==> config.mk <==
export PLATFORM = sky130hd
export DESIGN_NAME = bil_boot_loader
export DESIGN_NICKNAME = d
export VERILOG_FILES = /design/src/shared/bil_pkg.sv /design/src/verilog/bil_boot_loader.sv
export SDC_FILE = /design/constraint.sdc
export NUM_CORES = 1
export LEC_CHECK = 0
export ABC_AREA = 1
export BUFFER_PORTS_ARGS = -buffer_cell sky130_fd_sc_hd__buf_2
export CAP_MARGIN = 20
export CORE_MARGIN = 3
export CORE_UTILIZATION = 45
export DETAILED_ROUTE_END_ITERATION = 16
export GPL_TIMING_DRIVEN = 0
export PLACE_DENSITY_LB_ADDON = 0.08
export SYNTH_ARGS = -nofsm -noshare
export SYNTH_HDL_FRONTEND = slang
export SYNTH_SLANG_ARGS = --single-unit
==> constraint.sdc <==
create_clock -name clk_i -period 2.77 [get_ports clk_i]
set_input_delay 0.277 -clock clk_i [delete_from_list [all_inputs] [get_ports clk_i]]
set_output_delay 0.277 -clock clk_i [all_outputs]
set_load 0.005 [all_outputs]
==> src/shared/bil_pkg.sv <==
package bil_pkg;
  // ==========================================================
  // Register map and security field layout
  localparam logic [3:0] REG_SEC  = 4'h0;
  localparam logic [3:0] REG_STAT = 4'h4;
  localparam logic [3:0] REG_CTRL = 4'h8;
  localparam int SEC_JTAG_OFF     = 0;
  localparam int SEC_LINK_OFF     = 1;
  localparam int SEC_OTP_BOOT     = 5;
  localparam int SEC_REDUND       = 7;
  localparam int SEC_LOCK_LSB     = 8;
  localparam int SEC_MASTER_LOCK  = 12;
  localparam int SEC_JTAG_OTP_OFF = 13;
  localparam int SEC_DEBUG_OFF    = 14;
  localparam int SEC_GP_LSB       = 15;
  localparam int SEC_GP_MSB       = 21;
  localparam int SEC_UID_LSB      = 22;
  localparam logic [31:0] SEC_RESET = 32'h0;
  // ==========================================================
  // Image, flash and link constants
  localparam logic [31:0] CRC_POLY  = 32'hEDB88320;
  localparam logic [31:0] CRC_INIT  = 32'hFFFFFFFF;
  localparam logic [31:0] CRC_SKIP  = 32'h0D15AB1E;
  localparam logic [31:0] ACK_NULL  = 32'h0000FF02;
  localparam logic [31:0] BOOT_ADDR = 32'h0;
  localparam logic [7:0]  SPI_READ_CMD = 8'h03;
  localparam logic [23:0] SPI_ADDR0    = 24'h0;
  localparam logic [7:0]  TOK_END      = 8'h01;
  localparam logic [10:0] OTP_IMG_ROW  = 11'h0;
  localparam logic [10:0] OTP_SEC_ROW  = 11'h7FF;
  localparam logic [1:0]  STRAP_LINK   = 2'h2;
  localparam logic [1:0]  STRAP_SPI    = 2'h3;
  // ==========================================================
  // Timing: figures in their units, counts derived at 8 ns
  localparam int CLK_PS      = 8000;
  localparam int POR_NS      = 15000;
  localparam int LINK_EN_NS  = 200;
  localparam int SPI_SCK_KHZ = 2500;
  localparam logic [11:0] POR_CYC = 12'((POR_NS * 1000 + CLK_PS - 1) / CLK_PS);
  localparam logic [11:0] LINK_EN_CYC = 12'((LINK_EN_NS * 1000 + CLK_PS - 1) / CLK_PS);
  localparam logic [11:0] HALF_CYC = 12'(1000000000 / (2 * SPI_SCK_KHZ) / CLK_PS);
  // ==========================================================
  // Types
  typedef enum logic [13:0] {
    ST_POR    = 14'h0001, ST_SECLD  = 14'h0002, ST_DECIDE = 14'h0004,
    ST_IDLE   = 14'h0008, ST_SPI    = 14'h0010, ST_OTP    = 14'h0020,
    ST_LNKEN  = 14'h0040, ST_LNKACK = 14'h0080, ST_LNKIMG = 14'h0100,
    ST_LNKEND = 14'h0200, ST_LNKTX  = 14'h0400, ST_CHECK  = 14'h0800,
    ST_RUN    = 14'h1000, ST_FAIL   = 14'h2000
  } bil_state_t;
  typedef struct packed {
    logic       jtag_off;
    logic       link_off;
    logic       otp_redund;
    logic [3:0] sector_lock;
    logic       otp_master_lock;
    logic       jtag_otp_off;
    logic       debug_pin_off;
    logic [9:0] user_ext;
  } bil_sec_gate_t;
  typedef struct packed {
    logic        we;
    logic [13:0] addr;
    logic [31:0] data;
  } bil_ram_wr_t;
endpackage

==> src/verilog/bil_boot_loader.sv <==
// Behaviour
// - Strap bits 3:2 pick boot: 00 JTAG wait, 01 reserved, 10 link, 11 SPI.
// - Security bit 5 forces boot from OTP address zero, ignoring straps.
// - Image is word count, count*4 bytes, CRC; 0x0D15AB1E skips check.
// - Count and CRC words are assembled least significant byte first.
// - Program words land from RAM address zero; execution starts there.
// - Reflected CRC-32, poly EDB88320, init all ones, inverted before compare.
// - Pins float in reset; pulls enabled and boot starts 15-150 us later.
// - SPI boot: device is master, clock 2.5 MHz, polarity 0, phase 0.
// - SPI boot sends READ and 24-bit zero address, then streams bytes.
// - Image bytes travel least significant bit first over SPI.
// - SPI boot uses fixed pins that software cannot reassign.
// - Link boot enables link 200 ns in: pulls off, tx low, rx watched.
// - Link order: alloc, ack word, image, END in, END out unless ack word is null, free, jump.
// - Bit 0 disables JTAG access; bit 1 blocks switch access from tiles.
// - Bit 7 redundant rows; bits 8-11 sector locks; bit 12 master lock.
// - Bit 13 blocks JTAG access to OTP; bit 14 disables debug pin.
// - Bits 15-21 software-readable field; bits 22-31 user code extension.
// - Security word is loaded from OTP before the boot source is chosen.
`timescale 1ns/1ps
module bil_boot_loader (
  // Clock, reset, enable
  input  wire logic                   clk_i,
  input  wire logic                   reset_n_i,
  input  wire logic                   clk_en_i,
  // Boot strap pins
  input  wire logic [1:0]             strap_mode_i,
  // Register port
  input  wire logic [3:0]             reg_addr_i,
  input  wire logic [31:0]            reg_wdata_i,
  input  wire logic                   reg_wr_i,
  input  wire logic                   reg_rd_i,
  output logic      [31:0]            reg_rdata_o,
  // OTP read port, data one cycle after read
  output logic                        otp_rd_o,
  output logic      [10:0]            otp_addr_o,
  input  wire logic [31:0]            otp_data_i,
  // RAM write port and core start
  output bil_pkg::bil_ram_wr_t        ram_wr_o,
  output logic                        core_start_o,
  output logic      [31:0]            core_pc_o,
  // Security gates
  output bil_pkg::bil_sec_gate_t      sec_gate_o,
  // Pad control
  output logic                        gpio_pull_en_o,
  output logic                        link_pd_en_o,
  // SPI boot pins
  input  wire logic                   spi_boot_miso_pin_i,
  output logic                        spi_boot_select_pin_o,
  output logic                        spi_boot_clock_pin_o,
  output logic                        spi_boot_mosi_pin_o,
  output logic                        spi_oe_o,
  // Link wires
  output logic                        link_tx_wire_0_o,
  output logic                        link_tx_wire_1_o,
  output logic                        link_tx_oe_o,
  input  wire logic                   link_rx_wire_0_i,
  input  wire logic                   link_rx_wire_1_i
);
  import bil_pkg::*;

  // ==========================================================
  // Declarations
  bil_state_t  state, next_state;
  logic [11:0] tmr;
  logic [31:0] sec;
  logic [1:0]  strap_s1, strap_s2;
  logic [2:0]  pin_s1, pin_s2;
  logic        rx1_prev, half_tick, kick;
  logic        byte_v, ld_done, chan_busy;
  logic [7:0]  byte_d;
  logic [1:0]  fld, bidx;
  logic [31:0] wsh, left, crc, img_crc, ack, txsh, owd;
  logic [13:0] ram_addr;
  logic [5:0]  txn;
  logic [2:0]  rxn, ackn, opos;
  logic [7:0]  rxsh;
  logic        spi_bv, sclk, tok_v, tok_ctl;
  logic [7:0]  spi_bd, tok_d;
  logic [8:0]  lr_sh, lt_sh;
  logic [3:0]  lr_n, lt_n;
  logic        lt_clk;
  logic [10:0] orow;

  // Reflected CRC-32 update by one byte
  function automatic logic [31:0] crc_byte(input logic [31:0] c, input logic [7:0] d);
    logic [31:0] r;
    r = c ^ {24'h0, d};
    for (int i = 0; i < 8; i++) begin
      r = r[0] ? ((r >> 1) ^ CRC_POLY) : (r >> 1);
    end
    return r;
  endfunction

  // ==========================================================
  // Synchronisers for pins
  always_ff @(posedge clk_i) begin
    if (!reset_n_i) begin
      strap_s1 <= 2'h0;
      strap_s2 <= 2'h0;
      pin_s1   <= 3'h0;
      pin_s2   <= 3'h0;
      rx1_prev <= 1'b0;
    end else if (clk_en_i) begin
      strap_s1 <= strap_mode_i;
      strap_s2 <= strap_s1;
      pin_s1   <= {link_rx_wire_1_i, link_rx_wire_0_i, spi_boot_miso_pin_i};
      pin_s2   <= pin_s1;
      rx1_prev <= pin_s2[2];
    end
  end

  // ==========================================================
  // Boot sequencer
  assign kick      = reg_wr_i && reg_addr_i == REG_CTRL && reg_wdata_i[0];
  assign half_tick = (state == ST_SPI || state == ST_LNKTX) && tmr == HALF_CYC - 12'h001;

  always_comb begin
    next_state = state;
    unique case (state)
      ST_POR:    if (tmr == POR_CYC - 12'h001) next_state = ST_SECLD;
      ST_SECLD:  if (tmr == 12'h001) next_state = ST_DECIDE;
      ST_DECIDE: begin
        if (sec[SEC_OTP_BOOT]) next_state = ST_OTP;
        else if (strap_s2 == STRAP_SPI) next_state = ST_SPI;
        else if (strap_s2 == STRAP_LINK) next_state = ST_LNKEN;
        else next_state = ST_IDLE;
      end
      ST_IDLE:   if (kick) next_state = ST_DECIDE;
      ST_SPI,
      ST_OTP:    if (ld_done && !sclk) next_state = ST_CHECK;
      ST_LNKEN:  if (tmr == LINK_EN_CYC - 12'h001) next_state = ST_LNKACK;
      ST_LNKACK: if (ackn == 3'h4) next_state = ST_LNKIMG;
      ST_LNKIMG: if (ld_done) next_state = ST_LNKEND;
      ST_LNKEND: begin
        if (tok_v && tok_ctl && tok_d == TOK_END) begin
          next_state = (ack == ACK_NULL) ? ST_CHECK : ST_LNKTX;
        end
      end
      ST_LNKTX:  if (half_tick && lt_clk && lt_n == 4'h8) next_state = ST_CHECK;
      ST_CHECK:  begin
        if (img_crc == CRC_SKIP || ~crc == img_crc) next_state = ST_RUN;
        else next_state = ST_FAIL;
      end
      ST_RUN:    next_state = ST_RUN;
      ST_FAIL:   next_state = ST_FAIL;
      default:   next_state = ST_FAIL;
    endcase
  end

  // State register and shared delay/divider timer
  always_ff @(posedge clk_i) begin
    if (!reset_n_i) begin
      state <= ST_POR;
      tmr   <= 12'h000;
    end else if (clk_en_i) begin
      state <= next_state;
      tmr   <= (next_state != state || half_tick) ? 12'h000 : tmr + 12'h001;
    end
  end

  // Pads: all floating in reset, pulls on after the POR delay, drivers enabled per source
  always_ff @(posedge clk_i) begin
    if (!reset_n_i) begin
      gpio_pull_en_o <= 1'b0;
      link_pd_en_o   <= 1'b0;
      spi_oe_o       <= 1'b0;
      link_tx_oe_o   <= 1'b0;
      chan_busy      <= 1'b0;
    end else if (clk_en_i) begin
      if (state == ST_POR && next_state == ST_SECLD) gpio_pull_en_o <= 1'b1;
      if (state == ST_POR && next_state == ST_SECLD) link_pd_en_o <= 1'b1;
      if (next_state == ST_SPI) spi_oe_o <= 1'b1;
      if (state == ST_LNKEN && next_state == ST_LNKACK) begin
        link_pd_en_o <= 1'b0;
        link_tx_oe_o <= 1'b1;
        chan_busy    <= 1'b1;
      end
      if (next_state == ST_CHECK && (state == ST_LNKEND || state == ST_LNKTX)) chan_busy <= 1'b0;
    end
  end

  // ==========================================================
  // Security register
  always_ff @(posedge clk_i) begin
    if (!reset_n_i) begin
      sec <= SEC_RESET;
    end else if (clk_en_i) begin
      if (state == ST_SECLD && tmr == 12'h001) sec <= otp_data_i;
      else if (reg_wr_i && reg_addr_i == REG_SEC) sec[SEC_GP_MSB:SEC_GP_LSB] <= reg_wdata_i[SEC_GP_MSB:SEC_GP_LSB];
    end
  end

  // Gates driven from the security word
  always_comb begin
    sec_gate_o.jtag_off        = sec[SEC_JTAG_OFF];
    sec_gate_o.link_off        = sec[SEC_LINK_OFF];
    sec_gate_o.otp_redund      = sec[SEC_REDUND];
    sec_gate_o.sector_lock     = sec[SEC_LOCK_LSB+:4] | {4{sec[SEC_MASTER_LOCK]}};
    sec_gate_o.otp_master_lock = sec[SEC_MASTER_LOCK];
    sec_gate_o.jtag_otp_off    = sec[SEC_JTAG_OTP_OFF];
    sec_gate_o.debug_pin_off   = sec[SEC_DEBUG_OFF];
    sec_gate_o.user_ext        = sec[31:SEC_UID_LSB];
  end

  // Register read, data one cycle after the strobe
  always_ff @(posedge clk_i) begin
    if (!reset_n_i) begin
      reg_rdata_o <= 32'h0;
    end else if (clk_en_i) begin
      if (reg_rd_i) begin
        unique case (reg_addr_i)
          REG_SEC:  reg_rdata_o <= sec;
          REG_STAT: reg_rdata_o <= {13'h0, chan_busy, ld_done, state == ST_FAIL, state == ST_RUN, 1'b0, state};
          default:  reg_rdata_o <= 32'h0;
        endcase
      end
    end
  end

  // ==========================================================
  // SPI master, mode 0, command MSB first, data LSB first
  always_ff @(posedge clk_i) begin
    if (!reset_n_i) begin
      sclk   <= 1'b0;
      txsh   <= 32'h0;
      txn    <= 6'h0;
      rxn    <= 3'h0;
      rxsh   <= 8'h0;
      spi_bv <= 1'b0;
      spi_bd <= 8'h0;
    end else if (clk_en_i) begin
      spi_bv <= 1'b0;
      if (state == ST_DECIDE) begin
        txsh <= {SPI_READ_CMD, SPI_ADDR0};
        sclk <= 1'b0;
        txn  <= 6'h0;
        rxn  <= 3'h0;
      end else if (state == ST_SPI && half_tick && (!ld_done || sclk)) begin
        // Last pulse is finished after the CRC byte so clock idles low
        sclk <= ~sclk;
        if (!sclk) begin
          if (txn != 6'h20) txn <= txn + 6'h01;
          else begin
            rxsh <= {pin_s2[0], rxsh[7:1]};
            rxn  <= rxn + 3'h1;
            if (rxn == 3'h7) begin
              spi_bv <= 1'b1;
              spi_bd <= {pin_s2[0], rxsh[7:1]};
            end
          end
        end else begin
          txsh <= {txsh[30:0], 1'b0};
        end
      end else if (state != ST_SPI) begin
        sclk <= 1'b0;
      end
    end
  end

  assign spi_boot_clock_pin_o  = sclk;
  assign spi_boot_mosi_pin_o   = txsh[31];
  // Select held until the clock is low again, so no deselect with clock high
  assign spi_boot_select_pin_o = !(state == ST_SPI && (!ld_done || sclk));

  // ==========================================================
  // Link receiver: 9-bit tokens, control flag first, sampled on rx wire 1 rise
  always_ff @(posedge clk_i) begin
    if (!reset_n_i) begin
      lr_sh   <= 9'h0;
      lr_n    <= 4'h0;
      tok_v   <= 1'b0;
      tok_ctl <= 1'b0;
      tok_d   <= 8'h0;
    end else if (clk_en_i) begin
      tok_v <= 1'b0;
      if (!chan_busy) begin
        lr_n <= 4'h0;
      end else if (pin_s2[2] && !rx1_prev) begin
        lr_sh <= {pin_s2[1], lr_sh[8:1]};
        lr_n  <= (lr_n == 4'h8) ? 4'h0 : lr_n + 4'h1;
        if (lr_n == 4'h8) begin
          tok_v   <= 1'b1;
          tok_ctl <= lr_sh[1];
          tok_d   <= {pin_s2[1], lr_sh[8:2]};
        end
      end
    end
  end

  // Acknowledge channel word, least significant byte first
  always_ff @(posedge clk_i) begin
    if (!reset_n_i) begin
      ack  <= 32'h0;
      ackn <= 3'h0;
    end else if (clk_en_i) begin
      if (state == ST_LNKACK && tok_v && !tok_ctl) begin
        ack  <= {tok_d, ack[31:8]};
        ackn <= ackn + 3'h1;
      end
    end
  end

  // Link transmitter: END token to the acknowledge channel
  always_ff @(posedge clk_i) begin
    if (!reset_n_i) begin
      lt_sh  <= 9'h0;
      lt_n   <= 4'h0;
      lt_clk <= 1'b0;
    end else if (clk_en_i) begin
      if (state != ST_LNKTX) begin
        lt_sh  <= {TOK_END, 1'b1};
        lt_n   <= 4'h0;
        lt_clk <= 1'b0;
      end else if (half_tick) begin
        lt_clk <= ~lt_clk;
        if (lt_clk) begin
          lt_sh <= {1'b0, lt_sh[8:1]};
          lt_n  <= lt_n + 4'h1;
        end
      end
    end
  end

  assign link_tx_wire_0_o = (state == ST_LNKTX) & lt_sh[0];
  assign link_tx_wire_1_o = (state == ST_LNKTX) & lt_clk;

  // ==========================================================
  // OTP reader: security row first, then image rows from zero
  always_ff @(posedge clk_i) begin
    if (!reset_n_i) begin
      opos <= 3'h0;
      orow <= OTP_IMG_ROW;
      owd  <= 32'h0;
    end else if (clk_en_i) begin
      if (state == ST_OTP && !ld_done) begin
        opos <= (opos == 3'h5) ? 3'h0 : opos + 3'h1;
        if (opos == 3'h0) orow <= orow + 11'h001;
        if (opos == 3'h1) owd <= otp_data_i;
        else owd <= {8'h0, owd[31:8]};
      end
    end
  end

  assign otp_rd_o   = (state == ST_SECLD && tmr == 12'h000) || (state == ST_OTP && opos == 3'h0 && !ld_done);
  assign otp_addr_o = (state == ST_SECLD) ? OTP_SEC_ROW : orow;

  // Byte source selection
  always_comb begin
    byte_v = 1'b0;
    byte_d = 8'h0;
    if (state == ST_SPI) begin
      byte_v = spi_bv;
      byte_d = spi_bd;
    end else if (state == ST_OTP) begin
      byte_v = opos >= 3'h2;
      byte_d = owd[7:0];
    end else if (state == ST_LNKIMG) begin
      byte_v = tok_v && !tok_ctl;
      byte_d = tok_d;
    end
    byte_v = byte_v && !ld_done;
  end

  // ==========================================================
  // Image loader: count, program words, CRC word
  always_ff @(posedge clk_i) begin
    if (!reset_n_i) begin
      fld      <= 2'h0;
      bidx     <= 2'h0;
      wsh      <= 32'h0;
      left     <= 32'h0;
      crc      <= CRC_INIT;
      img_crc  <= 32'h0;
      ram_addr <= 14'h0;
      ld_done  <= 1'b0;
      ram_wr_o <= '0;
    end else if (clk_en_i) begin
      ram_wr_o.we <= 1'b0;
      if (state == ST_DECIDE) begin
        fld      <= 2'h0;
        bidx     <= 2'h0;
        crc      <= CRC_INIT;
        ram_addr <= BOOT_ADDR[15:2];
        ld_done  <= 1'b0;
      end else if (byte_v) begin
        wsh  <= {byte_d, wsh[31:8]};
        bidx <= bidx + 2'h1;
        if (fld != 2'h2) crc <= crc_byte(crc, byte_d);
        if (bidx == 2'h3) begin
          unique case (fld)
            2'h0: begin
              left <= {byte_d, wsh[31:8]};
              fld  <= ({byte_d, wsh[31:8]} == 32'h0) ? 2'h2 : 2'h1;
            end
            2'h1: begin
              ram_wr_o <= '{we: 1'b1, addr: ram_addr, data: {byte_d, wsh[31:8]}};
              ram_addr <= ram_addr + 14'h0001;
              left     <= left - 32'h1;
              if (left == 32'h1) fld <= 2'h2;
            end
            default: begin
              img_crc <= {byte_d, wsh[31:8]};
              ld_done <= 1'b1;
            end
          endcase
        end
      end
    end
  end

  // Core start at the load address once checked
  assign core_start_o = (state == ST_RUN);
  assign core_pc_o    = BOOT_ADDR;
endmodule // bil_boot_loader

# ---- After elaboration in Yosys (flattened, before gate mapping)
# Cells that the tools add are included.
dict set report word_totals {
  in_bits 78
  output_inout_bits 153
  ff_bits 477
}
dict set report classes {
  n_reduce_logical 89
  n_lt_le_gt_ge 1
  muxes 97
  eq_ne 48
  n_addsub 11
  bitwise_logic 18
}
# cell n
set op_table {}
lappend op_table {{$mux 32} 15}
lappend op_table {{$mux 14} 14}
lappend op_table {{$mux 47} 4}
lappend op_table {{$pmux 14 s12} 1}
lappend op_table {{$pmux 32 s2} 2}
lappend op_table {{$not 13->14} 8}
lappend op_table {{$mux 7} 5}
lappend op_table {{$eq 32x1->1 const B} 1}
lappend op_table {{$eq 32x16->1 const B} 1}
lappend op_table {{$eq 32x28->1 const B} 1}
lappend op_table {{$eq 32x32->1} 1}
lappend op_table {{$logic_not 32->1} 1}
lappend op_table {{$not 32->32} 1}
lappend op_table {{$sub 32x1->32 const B} 1}
lappend op_table {{$xor 32x8->32} 1}
lappend op_table {{$eq 14x12->1 const B} 2}
lappend op_table {{$eq 14x2->1 const B} 2}
lappend op_table {{$eq 14x5->1 const B} 2}
lappend op_table {{$eq 14x8->1 const B} 2}
lappend op_table {{$reduce_and 2->1} 14}
lappend op_table {{$mux 9} 3}
lappend op_table {{$reduce_bool 2->1} 13}
lappend op_table {{$logic_and 1x1->1} 25}
lappend op_table {{$reduce_and 5->1} 5}
lappend op_table {{58 further kinds} 139}

# ---- Longest topological paths before layout
dict set report logic_depth {
  depth_word 24
  ltp_mapped 20
  ltp_nobuf 19
}

# ---- Worst setup path before layout
# No wires, ideal clock.
dict set report synth_path {
  path_kind {reg-to-reg}
  start {register state[7]}
  end {register crc[25]}
  setup_ns 0.115
  n_path_buf 3
  slack_ns 0.652
  arrival_ns 2.003
  path_stages_with_launch 18
  period_less_slack_ns 2.118
  cell_sequence {dfxtp_1 > buf_4 > nor2_2 > nand2_2 > nor2_4 > buf_4 > nand3_1 > nand3_2 > nand2_1 > nand2_4 > buf_4 > nand2_1 > nand2_1 > nand2_1 > nand3_1 > nand3_1 > nand2_1 > nand2_1}
}
dict set report synth_between {
  elab_chain_len 20
}
# element line_no
set synth_rtl {}
lappend synth_rtl {{start, declared} bil_boot_loader.sv:64} ;# bil_state_t state, next_state;
lappend synth_rtl {{start signal, assigned} bil_boot_loader.sv:157} ;# state <= next_state;
lappend synth_rtl {{$eq 14x9->1} bil_boot_loader.sv:358} ;# end else if (state == ST_LNKIMG) begin
lappend synth_rtl {{$mux 8} bil_boot_loader.sv:358}
lappend synth_rtl {{$mux 8} bil_boot_loader.sv:355} ;# end else if (state == ST_OTP) begin
lappend synth_rtl {{$mux 8} bil_boot_loader.sv:352} ;# if (state == ST_SPI) begin
lappend synth_rtl {{$xor 32x8->32} bil_boot_loader.sv:88} ;# r = c ^ {24'h0, d};
lappend synth_rtl {{$mux 32 (2 in a row)} bil_boot_loader.sv:90} ;# r = r[0] ? ((r >> 1) ^ CRC_POLY) : (r >> 1);
lappend synth_rtl {{$not 13->14 (no line)} n/a}
lappend synth_rtl {{$mux 32} bil_boot_loader.sv:90}
lappend synth_rtl {{$not 13->14 (no line)} n/a}
lappend synth_rtl {{$mux 32 (2 in a row)} bil_boot_loader.sv:90}
lappend synth_rtl {{$not 13->14 (no line)} n/a}
lappend synth_rtl {{$mux 32} bil_boot_loader.sv:90}
lappend synth_rtl {{$not 13->14 (no line)} n/a}
lappend synth_rtl {{$mux 32 (2 in a row)} bil_boot_loader.sv:90}
lappend synth_rtl {{$mux 32} bil_boot_loader.sv:389} ;# if (fld != 2'h2) crc <= crc_byte(crc, byte_d);
lappend synth_rtl {{$mux 32} bil_boot_loader.sv:386} ;# end else if (byte_v) begin
lappend synth_rtl {{$mux 32} bil_boot_loader.sv:380} ;# if (state == ST_DECIDE) begin
lappend synth_rtl {{end signal, assigned} bil_boot_loader.sv:389}
lappend synth_rtl {{end, declared} bil_boot_loader.sv:73} ;# logic [31:0] wsh, left, crc, img_crc, ack, txsh, owd;
# Parallel ways exist; a longest one is shown, timed or not. The select of a mux whose other input is x is not followed.
# A chain may end at the register's enable or synchronous reset.

# ---- Final worst setup path
dict set report layout_path {
  start {input clk_en_i}
  end {register owd[28]}
}
dict set report layout_between {
  elab_chain_len 1
}
# element line_no
set layout_rtl {}
lappend layout_rtl {{start, declared} bil_boot_loader.sv:25} ;# input wire logic clk_en_i,
lappend layout_rtl {{$reduce_and 2->1 (no line)} n/a}
lappend layout_rtl {{end signal, assigned} bil_boot_loader.sv:339} ;# if (opos == 3'h1) owd <= otp_data_i;
lappend layout_rtl {{end signal, assigned} bil_boot_loader.sv:340} ;# else owd <= {8'h0, owd[31:8]};
lappend layout_rtl {{end, declared} bil_boot_loader.sv:73}
# No other way between the ends.

==> impl_metrics.json <==
{
  "final_design_area_no_fill_sq_mm": 0.0262,
  "drv_slew": 0,
  "yosysSeqAreaShare_pct": 40.1,
  "io_pins": 231,
  "final_core_util_pct": 55.6,
  "whs_endpoint": "sec[15]$_SDFFE_PN0P_",
  "cp.arrival_ns": 3.33,
  "drtAntennaViolNets": 0,
  "drive_above_1_share_pct": 14.3,
  "r2r_cells": 9,
  "place.gp.congestion": 0.965,
  "grt_pass1_vias": 21300,
  "grt_usage_pct": 30.4,
  "ys_types": 58,
  "die_area_sq_mm": 0.0510,
  "instances_no_fill": 4122,
  "status": "finished with violations",
  "cp_max_fo": 10,
  "drc": 0,
  "cts-root-buf": "clkbuf_16",
  "violations": "setup timing",
  "maxCapViolCount": 0,
  "yosysWarningCount": 0,
  "first_pass_iters": 6,
  "min_from": "reg_wr_i",
  "drt_iter0_markers": 2188,
  "min_period_ns": 2.80,
  "n_fill_cell": 4629,
  "crit_path_start_kind": "primary input",
  "clock_sinks": 436,
  "min_path_cells": 5,
  "async_flop_share_pct": 0,
  "die_w_um": 226,
  "power_leakage_uw": 0.0116,
  "worst_slack_ns": -0.0342,
  "worstSkewPairLatency_ns": 0.62,
  "rsz0062_at_grt": "true",
  "r2r-start": "state[4]$_SDFFE_PN0P_",
  "tightest_slew_ns": 1.21,
  "h-tree-depth": 2,
  "post_dp_cell_area_sq_mm": 0.0235,
  "numCtsBuffers": 49,
  "finalClockSkew_ns": 0.0253,
  "syn_to_final_growth_pct": 20.5,
  "critPathCaptureType": "flop",
  "core_area_sq_mm": 0.0471,
  "antenna_found_initial": 1,
  "grt_overflow_total": 0,
  "tns_ns": -0.0342,
  "hold_path.class": "in2reg",
  "postSynthAreaPerCell_sq_um": 6.89,
  "synth-edff-count": 0,
  "path_class": "in2reg",
  "cts_tree": "built",
  "rrSetupSlack_ns": 0.08,
  "vdd_ir_drop_max_mv": 0.420,
  "p_per_area_mw_per_mm2": 545,
  "hpwl_mm": 59.8,
  "max-slew-margin-rel_pct": 19.2,
  "rr_endpoint": "crc[16]$_SDFFE_PN1P_",
  "die_y_um": 226,
  "synth_cells": 3157,
  "via_per_inst": 5.53,
  "clockBufferDepth": 3,
  "syn_area_sq_mm": 0.0218,
  "hold_viol_final": 0,
  "synth_ff_type": "dfxtp_1",
  "period_share_pct": 101,
  "grt_max_degree": 15,
  "ys_seq_elements": 436,
  "grt_pass1_wl_mm": 121,
  "dp.cells": 3968,
  "start_util_pct": 46.1,
  "num_rows": 79,
  "vias": 22800,
  "routed_wl_mm": 79.6,
  "clk_pin_slew_ns": 0.06,
  "nets": 3571,
  "timing.fmax_mhz": 357,
  "setup-violations-final": 1,
  "wl_per_cell_um": 19.3,
  "io_buffers": 172,
  "pre_cts_slack_ns": -0.421,
  "required_ns": 3.30
}
## timing repair
item	4_1_cts	5_1_grt
hold endpoints to repair	68	0
buffers inserted	2	14
hold buffers	44	0
setup endpoints to repair	35	212
pin swaps	2	14
cloned	0	2
gates resized for setup	22	84
## registers in the layout (all words and copies together), names as in the netlist, 6 cells and up
register	flops
ram_wr_o	47
ack	32
crc	32
img_crc	32
left	32
owd	32
reg_rdata_o	32
sec	32
wsh	24
ram_addr	14
state	14
tmr	12
orow	11
lr_sh	8
spi_bd	8
tok_d	8
txsh	8
rxsh	7
txn	6
## per-stage QoR
stage	total power, uW	hold slack [ns]
detailed placement	7410	0.446
global route	14700	0.195
CTS	14300	0.146
finish	14300	0.191
global placement	7400	0.436
floorplan	7050	0.412
## per-layer routing
metal	share of wire, %	track usage (%)	routed length [um]
met1	44	41.9	34700
met2	45	48.2	35600
met3	8.1	5.13	6420
met4	3.7	11.0	2930
met5	0	0	0
## power by group
| group | switching (uW) | leakage [uW] | total, uW | internal, uW |
|---|---|---|---|---|
| clock network | 2890 | 0.000859 | 6910 | 4020 |
| logic | 654 | 0.00720 | 985 | 331 |
| registers | 59.8 | 0.00353 | 6400 | 6340 |
## cells by family (layout without fill, tap and decap cells)
logic type / count (synthesis) / count (layout) / synth area share [%]
fa+ha+maj: 19 / 19 / 1.09
compound gates: 787 / 787 / 19.4
other cells: 1 / 33 / 0.0172
xor+xnor: 56 / 56 / 2.29
simple gates: 1290 / 1292 / 25.9
flops: 436 / 436 / 40.1
buf+inv: 568 / 892 / 11.1
## how the worst max path moves through the flow
stage / startpoint / endpoint / slack [ns] / depth (start not counted)
after floorplan: state[7]$_SDFFE_PN0P_ / crc[25]$_SDFFE_PN1P_ / 0.65 / 17
after global placement: clk_en_i / owd[29]$_SDFFE_PN0P_ / -0.42 / 6
after detailed placement: state[8]$_SDFFE_PN0P_ / spi_bd[6]$_SDFFE_PN0P_ / -0.42 / 11
after CTS: state[12]$_SDFFE_PN0P_ / crc[16]$_SDFFE_PN1P_ / 0.0002 / 17
after global routing: state[8]$_SDFFE_PN0P_ / crc[18]$_SDFFE_PN1P_ / -0.06 / 18
final: clk_en_i / owd[28]$_SDFFE_PN0P_ / -0.03 / 6
## final cells by class
class / count / area, sq um / share of cell area (%)
buffer: 196 / 1050 / 4.00
clock inverter: 20 / 231 / 0.883
sequential: 436 / 8730 / 33.3
antenna: 1 / 2.50 / 0.00955
multi-input combinational: 2186 / 11100 / 42.3
timing repair buffer: 233 / 1460 / 5.58
tap: 607 / 759 / 2.90
clock buffer: 71 / 1480 / 5.64
inverter: 372 / 1410 / 5.39
## placed cells by master, fill, tap and decap left out, drive strengths merged, types with 25 or more instances in the layout
cell type	instances
a211oi	25
inv	371
conb	32
nor2	336
o21ai	357
a31oi	40
nor3	60
dfxtp	436
xor2	50
nand2	610
dlygate4sd3	44
nand4	62
buf	285
clkbuf	171
nand3	191
a21oi	310
## cell usage after synthesis (3+ instances only)
cell	number	share of area, %
a211oi_1	25	0.86
a21oi_1	310	7.1
a31o_2	3	0.12
a31oi_1	40	1.2
buf_1	9	0.16
buf_2	25	0.58
buf_4	58	2.0
buf_6	5	0.26
clkbuf_1	98	1.7
clkinv_1	4	0.069
dfxtp_1	436	40
ha_1	19	1.1
inv_1	356	6.1
inv_2	11	0.19
nand2_1	589	10
nand2_2	18	0.52
nand2_4	3	0.16
nand3_1	186	4.3
nand3_2	5	0.23
nand4_1	61	1.8
nor2_1	314	5.4
nor2_2	15	0.43
nor2_4	3	0.16
nor3_1	56	1.3
nor3_2	3	0.14
nor3b_1	4	0.14
nor4_1	10	0.29
o211ai_1	19	0.66
o21ai_0	344	7.9
o21ai_1	13	0.30
o21bai_1	3	0.10
o221ai_1	15	0.60
o22ai_1	3	0.086
or2_1	4	0.12
or2_2	9	0.26
xnor2_1	6	0.24
xor2_1	49	2.0
## worst max-delay path, stage by stage
cell and delay [ns]:
buf_2 0.42, clkinv_1 0.74, clkbuf_1 0.55, nor3_1 0.59
nand4_1 0.42, o21ai_0 0.32
Note: power is estimated with default switching activity, not from simulation.
